==> src/hw/mpgc_pkg.sv <==
// Package for the multi-port GPIO control block: addresses, widths, resets.
// Assumes an 8-bit CPU special-register bus with 16-bit byte addresses.
package mpgc_pkg;
  localparam int          P0_W        = 8;
  localparam int          P1_W        = 2;
  localparam int          P2_W        = 6;
  localparam int          P3_W        = 5;
  localparam int          P5_W        = 4;
  localparam int          P6_W        = 8;
  localparam int          P7_W        = 4;
  localparam int          P8_W        = 8;
  // Port data addresses (latch write, pin/latch read)
  localparam logic [15:0] ADDR_P0     = 16'hff00;
  localparam logic [15:0] ADDR_P1     = 16'hff01;
  localparam logic [15:0] ADDR_P2     = 16'hff02;
  localparam logic [15:0] ADDR_P3     = 16'hff03;
  localparam logic [15:0] ADDR_P5     = 16'hff05;
  localparam logic [15:0] ADDR_P6     = 16'hff06;
  localparam logic [15:0] ADDR_P7     = 16'hff07;
  localparam logic [15:0] ADDR_P8     = 16'hff08;
  // Direction registers
  localparam logic [15:0] ADDR_DIR0   = 16'hff20;
  localparam logic [15:0] ADDR_DIR1   = 16'hff21;
  localparam logic [15:0] ADDR_DIR2   = 16'hff22;
  localparam logic [15:0] ADDR_DIR3   = 16'hff23;
  localparam logic [15:0] ADDR_DIR5   = 16'hff25;
  localparam logic [15:0] ADDR_DIR8   = 16'hff28;
  // Pull-up selection registers
  localparam logic [15:0] ADDR_PU0    = 16'hff30;
  localparam logic [15:0] ADDR_PU1    = 16'hff31;
  localparam logic [15:0] ADDR_PU2    = 16'hff32;
  localparam logic [15:0] ADDR_PU3    = 16'hff33;
  // Segment selection registers
  localparam logic [15:0] ADDR_SEG7   = 16'hff57;
  localparam logic [15:0] ADDR_SEG8   = 16'hff58;
  localparam logic [7:0]  DIR_RST     = 8'hff;
  localparam logic [7:0]  PU_RST      = 8'h00;
  localparam logic [7:0]  SEG_RST     = 8'h00;
  localparam logic [7:0]  LAT_RST     = 8'h00;

  // One CPU bus request
  typedef struct packed {
    logic        wr;
    logic        rd;
    logic [15:0] addr;
    logic [7:0]  wdata;
    logic [7:0]  bmask;
  } mpgc_req_t;

  // Pad drive for the bidirectional ports; oe_n low means driving
  typedef struct packed {
    logic [7:0] p0;
    logic [1:0] p1;
    logic [5:0] p2;
    logic [4:0] p3;
    logic [3:0] p5;
    logic [7:0] p8;
  } mpgc_pads_t;
endpackage

==> src/hw/mpgc_top.sv <==
// Multi-port GPIO control: latches, direction, pull-up and segment select.
// Assumes pad inputs are asynchronous and the CPU bus is on sys_clk.
`timescale 1ns/10ps
`default_nettype none

// Behaviour
// - Port0 eight bits, latch, per-bit direction
// - Reset loads all direction registers FF
// - Direction zero drives latch, one inputs
// - Reset clears all pull-up selects
// - Pull-up only when selected and input
// - Pull-up bit one connects, zero not
// - Unbacked direction bits read fixed one
// - Ports 1,2,3 widths 2,6,5
// - Port5 open-drain, only pulls low
// - Port5 has no software pull-up
// - Port6 eight-bit input only
// - Port7 input valid only port pins
// - Port8 segment pins ignore direction
// - Irq detectors watch pins in output
// - Direction accepts bit and byte writes
// - Read gives latch or pin level
// - Input-mode write updates latch only
// - Segment select one means segment, resets zero
module mpgc_top (
  input  wire logic               sys_clk,
  input  wire logic               rst_n,
  input  wire mpgc_pkg::mpgc_req_t bus_req,
  output var  logic [7:0]         bus_rdata,
  input  wire mpgc_pkg::mpgc_pads_t pad_in,
  input  wire logic [7:0]         p6_in,
  input  wire logic [3:0]         p7_in,
  output var  mpgc_pkg::mpgc_pads_t pad_out,
  output var  mpgc_pkg::mpgc_pads_t pad_oe_n,
  output var  mpgc_pkg::mpgc_pads_t pullup_en,
  output var  logic [3:0]         ext_irq_pins,
  output var  logic [7:0]         key_return_inputs,
  output var  logic [3:0]         port7_segment_select,
  output var  logic [7:0]         port8_segment_select
);

  // Byte merge for bit writes; bmask 1 selects the bit to change
  function automatic logic [7:0] merge(input logic [7:0] old, input logic [7:0] wd,
                                       input logic [7:0] m);
    merge = (old & ~m) | (wd & m);
  endfunction

  // Two-flop synchronisers on all pad inputs
  mpgc_pkg::mpgc_pads_t pad_s1_r, pad_s2_r;
  logic [7:0] p6_s1_r, p6_s2_r;
  logic [3:0] p7_s1_r, p7_s2_r;
  always_ff @(posedge sys_clk) begin
    pad_s1_r <= pad_in;
    pad_s2_r <= pad_s1_r;
    p6_s1_r  <= p6_in;
    p6_s2_r  <= p6_s1_r;
    p7_s1_r  <= p7_in;
    p7_s2_r  <= p7_s1_r;
  end

  // Control state
  mpgc_pkg::mpgc_pads_t lat_r, lat_nxt, dir_r, dir_nxt;
  logic [7:0] pu0_r, pu1_r, pu2_r, pu3_r, pu0_nxt, pu1_nxt, pu2_nxt, pu3_nxt;
  logic [3:0] seg7_r, seg7_nxt;
  logic [7:0] seg8_r, seg8_nxt;

  // Next-state of all software-written registers
  always_comb begin
    lat_nxt  = lat_r;
    dir_nxt  = dir_r;
    pu0_nxt  = pu0_r;
    pu1_nxt  = pu1_r;
    pu2_nxt  = pu2_r;
    pu3_nxt  = pu3_r;
    seg7_nxt = seg7_r;
    seg8_nxt = seg8_r;
    if (bus_req.wr) begin
      case (bus_req.addr)
        // Latch takes the write in either mode; pin follows only in output mode
        mpgc_pkg::ADDR_P0:   lat_nxt.p0 = bus_req.wdata;
        mpgc_pkg::ADDR_P1:   lat_nxt.p1 = bus_req.wdata[1:0];
        mpgc_pkg::ADDR_P2:   lat_nxt.p2 = bus_req.wdata[5:0];
        mpgc_pkg::ADDR_P3:   lat_nxt.p3 = bus_req.wdata[4:0];
        mpgc_pkg::ADDR_P5:   lat_nxt.p5 = bus_req.wdata[3:0];
        mpgc_pkg::ADDR_P8:   lat_nxt.p8 = bus_req.wdata;
        // Direction writes honour the bit mask for single-bit writes
        mpgc_pkg::ADDR_DIR0: dir_nxt.p0 = merge(dir_r.p0, bus_req.wdata,
                                                bus_req.bmask);
        mpgc_pkg::ADDR_DIR1: dir_nxt.p1 = 2'(merge({6'h3f, dir_r.p1}, bus_req.wdata,
                                                   bus_req.bmask));
        mpgc_pkg::ADDR_DIR2: dir_nxt.p2 = 6'(merge({2'h3, dir_r.p2}, bus_req.wdata,
                                                   bus_req.bmask));
        mpgc_pkg::ADDR_DIR3: dir_nxt.p3 = 5'(merge({3'h7, dir_r.p3}, bus_req.wdata,
                                                   bus_req.bmask));
        mpgc_pkg::ADDR_DIR5: dir_nxt.p5 = 4'(merge({4'hf, dir_r.p5}, bus_req.wdata,
                                                   bus_req.bmask));
        mpgc_pkg::ADDR_DIR8: dir_nxt.p8 = merge(dir_r.p8, bus_req.wdata, bus_req.bmask);
        mpgc_pkg::ADDR_PU0:  pu0_nxt = merge(pu0_r, bus_req.wdata, bus_req.bmask);
        mpgc_pkg::ADDR_PU1:  pu1_nxt = merge(pu1_r, bus_req.wdata, bus_req.bmask)
                                       & 8'h03;
        mpgc_pkg::ADDR_PU2:  pu2_nxt = merge(pu2_r, bus_req.wdata, bus_req.bmask)
                                       & 8'h3f;
        mpgc_pkg::ADDR_PU3:  pu3_nxt = merge(pu3_r, bus_req.wdata, bus_req.bmask)
                                       & 8'h1f;
        mpgc_pkg::ADDR_SEG7: seg7_nxt = bus_req.wdata[3:0];
        mpgc_pkg::ADDR_SEG8: seg8_nxt = bus_req.wdata;
        default: ;
      endcase
    end
  end

  // Register stage; reset puts all pins in input mode with no pull-ups
  always_ff @(posedge sys_clk) begin
    if (!rst_n) begin
      lat_r  <= '0;
      dir_r  <= '1;
      pu0_r  <= mpgc_pkg::PU_RST;
      pu1_r  <= mpgc_pkg::PU_RST;
      pu2_r  <= mpgc_pkg::PU_RST;
      pu3_r  <= mpgc_pkg::PU_RST;
      seg7_r <= mpgc_pkg::SEG_RST[3:0];
      seg8_r <= mpgc_pkg::SEG_RST;
    end else begin
      lat_r  <= lat_nxt;
      dir_r  <= dir_nxt;
      pu0_r  <= pu0_nxt;
      pu1_r  <= pu1_nxt;
      pu2_r  <= pu2_nxt;
      pu3_r  <= pu3_nxt;
      seg7_r <= seg7_nxt;
      seg8_r <= seg8_nxt;
    end
  end

  // Read mux: latch for output bits, synchronised pin for input bits
  function automatic logic [7:0] rdmix(input logic [7:0] lat, input logic [7:0] dir,
                                       input logic [7:0] pin);
    rdmix = (lat & ~dir) | (pin & dir);
  endfunction

  logic [7:0] rdata_nxt;
  always_comb begin
    rdata_nxt = 8'h00;
    if (bus_req.rd) begin
      case (bus_req.addr)
        mpgc_pkg::ADDR_P0:   rdata_nxt = rdmix(lat_r.p0, dir_r.p0, pad_s2_r.p0);
        mpgc_pkg::ADDR_P1:   rdata_nxt = rdmix({6'h0, lat_r.p1}, {6'h0, dir_r.p1},
                                               {6'h0, pad_s2_r.p1});
        mpgc_pkg::ADDR_P2:   rdata_nxt = rdmix({2'h0, lat_r.p2}, {2'h0, dir_r.p2},
                                               {2'h0, pad_s2_r.p2});
        mpgc_pkg::ADDR_P3:   rdata_nxt = rdmix({3'h0, lat_r.p3}, {3'h0, dir_r.p3},
                                               {3'h0, pad_s2_r.p3});
        mpgc_pkg::ADDR_P5:   rdata_nxt = rdmix({4'h0, lat_r.p5}, {4'h0, dir_r.p5},
                                               {4'h0, pad_s2_r.p5});
        mpgc_pkg::ADDR_P6:   rdata_nxt = p6_s2_r;
        // Segment pins read as zero
        mpgc_pkg::ADDR_P7:   rdata_nxt = {4'h0, p7_s2_r & ~seg7_r};
        mpgc_pkg::ADDR_P8:   rdata_nxt = rdmix(lat_r.p8, dir_r.p8 | seg8_r,
                                               pad_s2_r.p8) & ~seg8_r;
        mpgc_pkg::ADDR_DIR0: rdata_nxt = dir_r.p0;
        // Bits with no pin behind them read as one
        mpgc_pkg::ADDR_DIR1: rdata_nxt = {6'h3f, dir_r.p1};
        mpgc_pkg::ADDR_DIR2: rdata_nxt = {2'h3, dir_r.p2};
        mpgc_pkg::ADDR_DIR3: rdata_nxt = {3'h7, dir_r.p3};
        mpgc_pkg::ADDR_DIR5: rdata_nxt = {4'hf, dir_r.p5};
        mpgc_pkg::ADDR_DIR8: rdata_nxt = dir_r.p8;
        mpgc_pkg::ADDR_PU0:  rdata_nxt = pu0_r;
        mpgc_pkg::ADDR_PU1:  rdata_nxt = pu1_r;
        mpgc_pkg::ADDR_PU2:  rdata_nxt = pu2_r;
        mpgc_pkg::ADDR_PU3:  rdata_nxt = pu3_r;
        default:             rdata_nxt = 8'h00;
      endcase
    end
  end

  // Pad-facing combinational values, registered below
  mpgc_pkg::mpgc_pads_t out_nxt, oen_nxt, pu_nxt;
  always_comb begin
    out_nxt    = lat_r;
    oen_nxt    = dir_r;
    // Open-drain: drive only when output and latch low, never high
    out_nxt.p5 = 4'h0;
    oen_nxt.p5 = dir_r.p5 | lat_r.p5;
    // Segment-owned pins never drive as port
    oen_nxt.p8 = dir_r.p8 | seg8_r;
    // Pull-up needs select bit and input mode
    pu_nxt.p0  = pu0_r & dir_r.p0;
    pu_nxt.p1  = pu1_r[1:0] & dir_r.p1;
    pu_nxt.p2  = pu2_r[5:0] & dir_r.p2;
    pu_nxt.p3  = pu3_r[4:0] & dir_r.p3;
    pu_nxt.p5  = 4'h0;
    pu_nxt.p8  = 8'h00;
  end

  // All outputs come from flip-flops
  always_ff @(posedge sys_clk) begin
    if (!rst_n) begin
      bus_rdata            <= 8'h00;
      pad_out              <= '0;
      pad_oe_n             <= '1;
      pullup_en            <= '0;
      ext_irq_pins         <= 4'h0;
      key_return_inputs    <= 8'h00;
      port7_segment_select <= 4'h0;
      port8_segment_select <= 8'h00;
    end else begin
      bus_rdata            <= rdata_nxt;
      pad_out              <= out_nxt;
      pad_oe_n             <= oen_nxt;
      pullup_en            <= pu_nxt;
      // Detectors see the pin even in output mode; software must mask first
      ext_irq_pins         <= pad_s2_r.p3[3:0];
      key_return_inputs    <= pad_s2_r.p0;
      port7_segment_select <= seg7_r;
      port8_segment_select <= seg8_r;
    end
  end

  // Checks
  a_dir_reset: assert property (@(posedge sys_clk) !rst_n |=> pad_oe_n == '1)
    else $error("pads not in input after reset");
  a_pu_reset: assert property (@(posedge sys_clk) !rst_n |=> pullup_en == '0)
    else $error("pull-up active after reset");
  a_pu_output: assert property (@(posedge sys_clk) disable iff (!rst_n)
    !pad_oe_n.p0[0] |-> !pullup_en.p0[0])
    else $error("pull-up on output pin");
  a_od_never_high: assert property (@(posedge sys_clk) disable iff (!rst_n)
    pad_out.p5 == 4'h0)
    else $error("open-drain driven high");
  a_od_no_pullup: assert property (@(posedge sys_clk) disable iff (!rst_n)
    pullup_en.p5 == 4'h0)
    else $error("open-drain pull-up on");
  a_seg_no_drive: assert property (@(posedge sys_clk) disable iff (!rst_n)
    seg8_r[0] && port8_segment_select[0] |-> pad_oe_n.p8[0])
    else $error("segment pin driven");
  a_wr_latch: assert property (@(posedge sys_clk) disable iff (!rst_n)
    bus_req.wr && bus_req.addr == mpgc_pkg::ADDR_P0 |=> ##1
    pad_out.p0 == $past(bus_req.wdata, 2))
    else $error("latch write not on pins");
  a_dir_fixed: assert property (@(posedge sys_clk) disable iff (!rst_n)
    $past(bus_req.rd) && $past(bus_req.addr) == mpgc_pkg::ADDR_DIR5
    |-> bus_rdata[7:4] == 4'hf)
    else $error("unused direction bits not one");
  // Port0 pads follow its direction and latch one edge later; the edge after reset is skipped
  a_out_follow: assert property (@(posedge sys_clk) disable iff (!rst_n)
    $past(rst_n)
    |-> pad_oe_n.p0 == $past(dir_r.p0) && pad_out.p0 == $past(lat_r.p0))
    else $error("port0 drive not from direction and latch");
  // Open-drain pin pulls low only for direction zero and latch zero
  a_od_drive_low: assert property (@(posedge sys_clk) disable iff (!rst_n)
    $past(rst_n)
    |-> pad_oe_n.p5 == ($past(dir_r.p5) | $past(lat_r.p5)))
    else $error("open-drain enable wrong");
  // No output-mode pin of ports 0 to 3 ever has its pull-up on
  a_pu_inputs: assert property (@(posedge sys_clk) disable iff (!rst_n)
    (~pad_oe_n.p0 & pullup_en.p0) == 8'h00 && (~pad_oe_n.p1 & pullup_en.p1) == 2'h0
    && (~pad_oe_n.p2 & pullup_en.p2) == 6'h00
    && (~pad_oe_n.p3 & pullup_en.p3) == 5'h00)
    else $error("pull-up on an output pin");
  a_pu_follow: assert property (@(posedge sys_clk) disable iff (!rst_n)
    $past(rst_n)
    |-> pullup_en.p0 == ($past(pu0_r) & $past(dir_r.p0)))
    else $error("port0 pull-up not select and input");
  // Segment-owned pins read zero on both shared ports
  a_p7_seg_zero: assert property (@(posedge sys_clk) disable iff (!rst_n)
    $past(bus_req.rd) && $past(bus_req.addr) == mpgc_pkg::ADDR_P7
    |-> (bus_rdata[3:0] & $past(seg7_r)) == 4'h0)
    else $error("port7 segment pin read non-zero");
  a_p8_seg_zero: assert property (@(posedge sys_clk) disable iff (!rst_n)
    $past(bus_req.rd) && $past(bus_req.addr) == mpgc_pkg::ADDR_P8
    |-> (bus_rdata & $past(seg8_r)) == 8'h00)
    else $error("port8 segment pin read non-zero");
  // Detector pins keep following port3 even when it drives
  a_irq_follow: assert property (@(posedge sys_clk) disable iff (!rst_n)
    $past(rst_n)
    |-> ext_irq_pins == $past(pad_s2_r.p3[3:0]))
    else $error("detector pins lost the pin level");
  // Reads never touch the latches, and an idle bus reads zero
  a_rd_keeps_latch: assert property (@(posedge sys_clk) disable iff (!rst_n)
    bus_req.rd && !bus_req.wr
    |=> lat_r == $past(lat_r))
    else $error("read changed a latch");
  a_rd_idle_zero: assert property (@(posedge sys_clk) disable iff (!rst_n)
    $past(rst_n) && !$past(bus_req.rd)
    |-> bus_rdata == 8'h00)
    else $error("read data without a read");
  // A bit write to the port3 direction register leaves every unmasked bit as it was
  a_dir_bit_write: assert property (@(posedge sys_clk) disable iff (!rst_n)
    bus_req.wr && bus_req.addr == mpgc_pkg::ADDR_DIR3
    |=> ((dir_r.p3 ^ $past(dir_r.p3)) & ~$past(bus_req.bmask[4:0])) == 5'h00)
    else $error("bit write changed an unmasked bit");
  // Select outputs mirror the select registers one edge later
  a_seg_follow: assert property (@(posedge sys_clk) disable iff (!rst_n)
    $past(rst_n)
    |-> port8_segment_select == $past(seg8_r) && port7_segment_select == $past(seg7_r))
    else $error("segment select outputs stale");
  c_out_mode: cover property (@(posedge sys_clk) pad_oe_n.p0 == 8'h00);
  c_od_low: cover property (@(posedge sys_clk) pad_oe_n.p5 != 4'hf);
  c_seg_sel: cover property (@(posedge sys_clk) port8_segment_select != 8'h00);
  c_bit_write: cover property (@(posedge sys_clk) bus_req.wr && bus_req.bmask != 8'hff);
  c_pu_on: cover property (@(posedge sys_clk) pullup_en.p1 != 2'h0);

endmodule // mpgc_top

`default_nettype wire

==> config.mk <==
export PLATFORM = sky130hd
export DESIGN_NAME = mpgc_top
export DESIGN_NICKNAME = d
export VERILOG_FILES = /design/src/hw/mpgc_pkg.sv /design/src/hw/mpgc_top.sv
export SDC_FILE = /design/constraint.sdc
export NUM_CORES = 1
export LEC_CHECK = 0
export ABC_AREA = 1
export BUFFER_PORTS_ARGS = -buffer_cell sky130_fd_sc_hd__buf_4
export CAP_MARGIN = 20
export CORE_ASPECT_RATIO = 1.25
export CORE_MARGIN = 4
export CORE_UTILIZATION = 51
export CTS_BUF_LIST = sky130_fd_sc_hd__clkbuf_4
export DETAILED_ROUTE_END_ITERATION = 12
export PLACE_DENSITY = 0.82
export SETUP_SLACK_MARGIN = 0.3
export SKIP_CTS_REPAIR_TIMING = 1
export SYNTH_ARGS = -nofsm -noshare
export SYNTH_HDL_FRONTEND = slang
export SYNTH_SLANG_ARGS = --single-unit
==> constraint.sdc <==
create_clock -name sys_clk -period 1.7 [get_ports sys_clk]
set_input_delay 0.34 -clock sys_clk [delete_from_list [all_inputs] [get_ports sys_clk]]
set_output_delay 0.34 -clock sys_clk [all_outputs]
set_load 0.01 [all_outputs]
==> metrics.md, run 1 <==
| Metric | Value |
|---|---|
| Status | `complete, no violations` |
| Layout cell share with drive strength beyond 1 | `0.343` |
| Post-synth top area share | `0.569` |
| DR pass1 iterations | `5` |
| CTS Sinks | `304` |
| Leak | `7.08 nW` |
| Comb pwr share | `0.051` |
| Synth area leader | `dfxtp_1` |
| Slowest-stage cell, CP | `dfxtp_2` |
| Via/cell ratio | `5.19` |
| Top cells by area, synth | `dfxtp_1 (57%), nand2_1 (7.8%), inv_1 (6.3%)` |
| Chain of cells forming the critical path | `buf_6` |
| Die W | `138 um` |
| Met3 GRT Util | `0.0648` |
| Number of synthesized flops with an enable pin | `0` |
| RSZ-0062 raised after global routing | `yes` |
| Average cell area after synthesis | `8.42 um2` |
| MaxCap Viol Count | `0` |
| Layout Nets | `1692` |
| Non-Filler Instances | `1937` |
| DP Worst Slack | `-0.244 ns` |
| Buffers & Inverters on Critical Path | `1` |
| Starting Density | `0.516` |
| Core ar. | `0.0207 mm2` |
| Net Sw Frac | `0.241` |
| Sequential area share after synthesis | `0.569` |
| Most common cell in the synthesized netlist | `dfxtp_1` |
| Ys Warns | `0` |
| Clk_skew | `0.0213 ns` |
| Vias in the first global route | `9582` |
| Drt drc | `0` |
| Placed cell count | `1757` |
| CP peak stage delay | `0.36 ns` |
| Worst Hold Launch | `bus_req[0]` |
| Post-Route WL | `35.8 mm` |
| Crit end category | `output port` |
| Power density over the cells | `930 mW/mm2` |
| Worst slew pin tran | `0.594 ns` |
| CTS tree | `built` |
| Initial antenna violation count | `1` |
| Total global-route track usage | `0.277` |
| Data required, critical path | `1.36 ns` |
| Clock power frac | `0.423` |
| Die area | `0.0234 mm2` |
| Fmax | `680 MHz` |
| WS Path Type | `reg2out` |
| Tightest Hold Check Type | `in2reg` |
| ANT nets after route | `0` |
| Total congestion overflow | `0` |
| DR iter-0 viols | `809` |
| Overall Power | `0.0139 W` |
| Internal power | `0.0105 W` |
| Skew-Pair Late Insertion Delay | `0.66 ns` |
| Maximum vdd drop | `0.631 mV` |
| Synth-to-layout area growth | `39.4%` |
| Max-slew violation count | `0` |
| Core Rows | `59` |
| Seq cells post-synth | `304` |
| Gr busiest metal | `met2` |
| Post-route setup slack | `0.229 ns` |
| Cell area after placement | `0.0129 mm2` |
| Mapped Area | `0.0107 mm2` |
| Final Hold Vio Count | `0` |
| GR Util met2 | `0.473` |
| Global-route wire length before repair | `49.7 mm` |
| Per-cell routed wire length | `18.5 um` |
| Commonest cells in the netlist | `dfxtp_1 (304), nand2_1 (222), inv_1 (181)` |
| Synthesized instance count | `1271` |
| Largest net degree at the start of global routing | `54` |
| H-tree Lvls | `3` |
| Vert. Die Dim | `170 um` |
| Critical path peak fanout | `1` |
| Dpl hpwl | `23.9 mm` |
| Top delay family on crit path | `flip-flops` |
| CP Launch Type | `register` |
| Total vias in the final route | `10100` |
| Clock root cell | `clkbuf_4` |
| Total CTS buffers | `73` |
| CP startpoint | `bus_rdata[0]` |
| Ports | `212` |
| Crit path arrival time | `1.13 ns` |
| Routability cong. | `0.972` |
| Cell variety after synth | `35` |
| Clock transition at path regs | `0.07 ns` |
| Sequential power share | `0.526` |
| Final critical-path required period | `1.47 ns` |
| I/O Buffers | `195` |
| Tcrit/Tclk final | `0.865` |
| Clk buf depth | `3` |
| GR met1 Demand/Resource | `0.332` |
| Setup violators final | `0` |
| Synth async-reset ratio | `0` |
| Finished Cell Area | `0.0149 mm2` |
| Worst slew margin | `0.603` |
| NetSw | `0.00334 W` |
| Ys flop type | `dfxtp_1` |
layout make-up:
type	count	area (um2)
fillers	1502	5820
inverters	197	739
flip-flops and latches	304	6240
clock inverters	28	165
well taps	274	343
clock buffers	98	736
repair buffers	314	3010
multi-input cells	721	3690
diodes	1	2.50
cell families (layout without fill, tap and decap cells):
family	after synthesis	after routing	synth area share
other cells	1	17	0.000350
compound gates	201	201	0.118
buf+inv	261	637	0.102
mux	1	1	0.000935
flops	304	304	0.569
simple gates	503	503	0.210
power groups by stage:
stage / sequential [W] / combinational (W) / clock (W)
3_3_place_gp: 0.00745 / 0.000563 / 0
5_1_grt: 0.00731 / 0.000755 / 0.00637
2_1_floorplan: 0.00744 / 0.000280 / 0
3_5_place_dp: 0.00746 / 0.000576 / 0
6_report: 0.00730 / 0.000711 / 0.00587
4_1_cts: 0.00730 / 0.000579 / 0.00587
cell usage in the layout, fill, tap and decap left out, types with 30 or more instances in the layout:
cell type | Yosys | routed
dlygate4sd3_1 | 0 | 53
buf_4 | 20 | 139
a21oi_1 | 30 | 30
nand3_1 | 83 | 83
nor2_1 | 109 | 105
dfxtp_2 | 0 | 120
buf_6 | 3 | 115
nor3_1 | 39 | 33
dfxtp_1 | 304 | 184
o21ai_0 | 76 | 75
inv_1 | 181 | 178
nand2_1 | 222 | 217
clkbuf_4 | 0 | 98
final timing paths:
kind                                     end  depth (start not counted)  slack [ns]
worst min-delay path                register                          3        0.02
worst max-delay path            bus_rdata[0]                          1        0.23
worst min register to register  pad_s2_r[30]                          0        0.32
worst max register to register  bus_rdata[0]                          9        0.40
metrics by stage:
stage,TNS [ns],hold slack (ns),utilization
floorplan,0,0.310,-
global placement,-3.29,0.310,0.622
detailed placement,-5.29,0.312,0.622
CTS,0,-0.267,0.666
global route,0,0.00397,0.719
finish,0,0.0240,0.719
per-layer routing:
layer,vias up,part of all wire
met5,-,0
met4,0,0.033
met3,92,0.078
met2,497,0.51
met1,4699,0.38
li1,4765,-
(Power assumes the default switching activity.)
==> run 2: changes to the inputs <==
--- a/config.mk
+++ b/config.mk
@@ -5,7 +5,7 @@
 export SDC_FILE = /design/constraint.sdc
 export NUM_CORES = 1
 export LEC_CHECK = 0
-export ABC_AREA = 1
+export ABC_AREA = 0
 export BUFFER_PORTS_ARGS = -buffer_cell sky130_fd_sc_hd__buf_4
 export CAP_MARGIN = 20
 export CORE_ASPECT_RATIO = 1.25
@@ -13,6 +13,7 @@
 export CORE_UTILIZATION = 51
 export CTS_BUF_LIST = sky130_fd_sc_hd__clkbuf_4
 export DETAILED_ROUTE_END_ITERATION = 12
+export HOLD_SLACK_MARGIN = 0.15
 export PLACE_DENSITY = 0.82
 export SETUP_SLACK_MARGIN = 0.3
 export SKIP_CTS_REPAIR_TIMING = 1
==> metrics.md, run 2 <==
| Metric | Value |
|---|---|
| Core ar. | `0.0203 mm2` |
| CP peak stage delay | `0.51 ns` |
| Clk buf depth | `3` |
| Skew-Pair Late Insertion Delay | `0.72 ns` |
| Fmax | `573 MHz` |
| Starting Density | `0.523` |
| Critical path peak fanout | `2` |
| Synth async-reset ratio | `0` |
| Drt drc | `0` |
| Clock root cell | `clkbuf_4` |
| Cell variety after synth | `70` |
| Vert. Die Dim | `169 um` |
| Routability cong. | `0.992` |
| Tcrit/Tclk final | `1.03` |
| CP Launch Type | `register` |
| Commonest cells in the netlist | `dfxtp_1 (304), nand2_1 (92), mux2i_1 (69)` |
| H-tree Lvls | `3` |
| MaxCap Viol Count | `0` |
| Non-Filler Instances | `1744` |
| WS Path Type | `reg2reg` |
| Setup violators final | `2` |
| Power density over the cells | `898 mW/mm2` |
| Most frequent cells in the layout | `buf_4 (208), dfxtp_1 (184), dfxtp_2 (117), buf_6 (117), clkbuf_4 (99)` |
| Ports | `212` |
| Average cell area after synthesis | `10.5 um2` |
| Final Hold Vio Count | `0` |
| RSZ-0062 raised after global routing | `yes` |
| Total global-route track usage | `0.300` |
| Number of synthesized flops with an enable pin | `0` |
| Final critical-path required period | `1.75 ns` |
| Commonest non-fill, non-tap cell in the layout | `buf_4` |
| DP Worst Slack | `-0.461 ns` |
| Top cells by area, synth | `dfxtp_1 (57%), mux2i_1 (6.5%), and2_1 (3.3%)` |
| Data required, critical path | `2.28 ns` |
| Mapped Area | `0.0106 mm2` |
| Vias in the first global route | `9176` |
| Tightest Hold Check Type | `in2reg` |
| Top delay family on crit path | `simple AND/OR/NAND/NOR gates` |
| Crit end category | `register` |
| Per-cell routed wire length | `22.4 um` |
| Layout Nets | `1500` |
| Die W | `137 um` |
| Core Rows | `58` |
| Clock transition at path regs | `0.08 ns` |
| Post-synth top area share | `0.573` |
| Total congestion overflow | `0` |
| Post-Route WL | `39.1 mm` |
| Initial antenna violation count | `4` |
| DR pass1 iterations | `6` |
| Layout cell share with drive strength beyond 1 | `0.427` |
| Die area | `0.0232 mm2` |
| Fillers | `1241` |
| Synthesized instance count | `1012` |
| Synth area leader | `dfxtp_1` |
| Ys Warns | `0` |
| Seq cells post-synth | `304` |
| Status | `finished with violations` |
| Slowest-stage cell, CP | `or4_4` |
| Via/cell ratio | `5.63` |
| Dpl hpwl | `25.9 mm` |
| Clk_skew | `0.0384 ns` |
| Chain of cells forming the critical path | `mux2i_2 -> nor3_1 -> buf_4 -> or4_4 -> a22oi_2 -> a21oi_1` |
| Failing checks | `setup timing` |
| ANT nets after route | `0` |
| CTS Sinks | `304` |
| Ys flop type | `dfxtp_1` |
| Placed cell count | `1545` |
| Maximum vdd drop | `0.780 mV` |
| Total CTS buffers | `73` |
| Most common cell in the synthesized netlist | `dfxtp_1` |
| DR iter-0 viols | `1030` |
| Total vias in the final route | `9820` |
| Synth-to-layout area growth | `47.9%` |
| Max-slew violation count | `0` |
| CTS tree | `built` |
| I/O Buffers | `195` |
| Crit path arrival time | `2.33 ns` |
| Largest net degree at the start of global routing | `84` |
| Post-route setup slack | `-0.0453 ns` |
| Global-route wire length before repair | `52.6 mm` |
| Leak | `6.82 nW` |
| Sequential area share after synthesis | `0.573` |
| Buffers & Inverters on Critical Path | `1` |
-- run 2: changes by cell type after synthesis, moves of 29 or more --
cell,before,now
and2_1,0,56
and3_1,0,29
inv_1,181,10
mux2i_1,1,69
nand2_1,222,92
nand3_1,83,38
nor2_1,109,25
nor2b_1,0,41
o21ai_0,76,33
-- run 2: worst paths after layout --
| kind | from | end | slack (ns) | cells after the start |
|---|---|---|---|---|
| min reg2reg | pad_s1_r[15] | pad_s2_r[15] | 0.32 | 0 |
| min | bus_req[33] | register | 0.19 | 3 |
| max reg2reg | register | bus_rdata[1] | -0.05 | 6 |
| max | register | bus_rdata[1] | -0.05 | 6 |
-- run 2: through the flow --
step | utilization | hold slack (ns) | cell area (um2) | setup TNS [ns] | total power (W)
2_1_floorplan | - | 0.310 | 11000 | -5.44 | 0.00778
3_3_place_gp | 0.658 | 0.310 | 13400 | -28.39 | 0.00819
3_5_place_dp | 0.658 | 0.312 | 13400 | -31.09 | 0.00820
4_1_cts | 0.703 | -0.294 | 14300 | -0.281 | 0.0139
5_1_grt | 0.773 | 0.172 | 15700 | -0.0707 | 0.0147
6_report | 0.773 | 0.191 | 15700 | -0.0466 | 0.0141
-- run 2: where the power goes --
part	leakage, nW	internal (W)	switching, W
logic	3.78	0.000459	0.000477
clock network	0.531	0.00290	0.00298
registers	2.51	0.00724	0.0000545
total	6.82	0.0106	0.00351
-- run 2: routing by layer --
metal  routed length [um]  global-route usage  up-vias
met4                 1760               0.118        2
met2                19400               0.486      590
met1                14400               0.380     4700
li1                     -                   -     4380
met3                 3480              0.0798      148
met5                   80              0.0256        -
-- run 2: cell type report --
| class | instances | area [um2] | area share |
|---|---|---|---|
| antenna | 4 | 10.0 | 0.000637 |
| clock buffer | 99 | 743 | 0.0473 |
| clock inverter | 27 | 160 | 0.0102 |
| inverter | 10 | 37.5 | 0.00239 |
| multi-input combinational | 629 | 4430 | 0.282 |
| sequential | 304 | 6240 | 0.397 |
| tap | 270 | 338 | 0.0215 |
| timing repair buffer | 401 | 3750 | 0.239 |
-- run 2: kinds of logic after synthesis --
| logic type | synth area share |
|---|---|
| buffers and inverters | 0.0446 |
| XOR/XNOR | 0.000824 |
| other | 0.000353 |
| flip-flops | 0.573 |
| AO/OA/AOI/OAI | 0.101 |
| AND/OR/NAND/NOR | 0.213 |
| multiplexers | 0.0671 |
-- run 2: worst register-to-register path: stages (launching register included) --
cell and delay [ns]:
dfxtp_2 0.36, mux2i_2 0.27, nor3_1 0.07, buf_4 0.14, or4_4 0.51, a22oi_2 0.20, a21oi_1 0.09
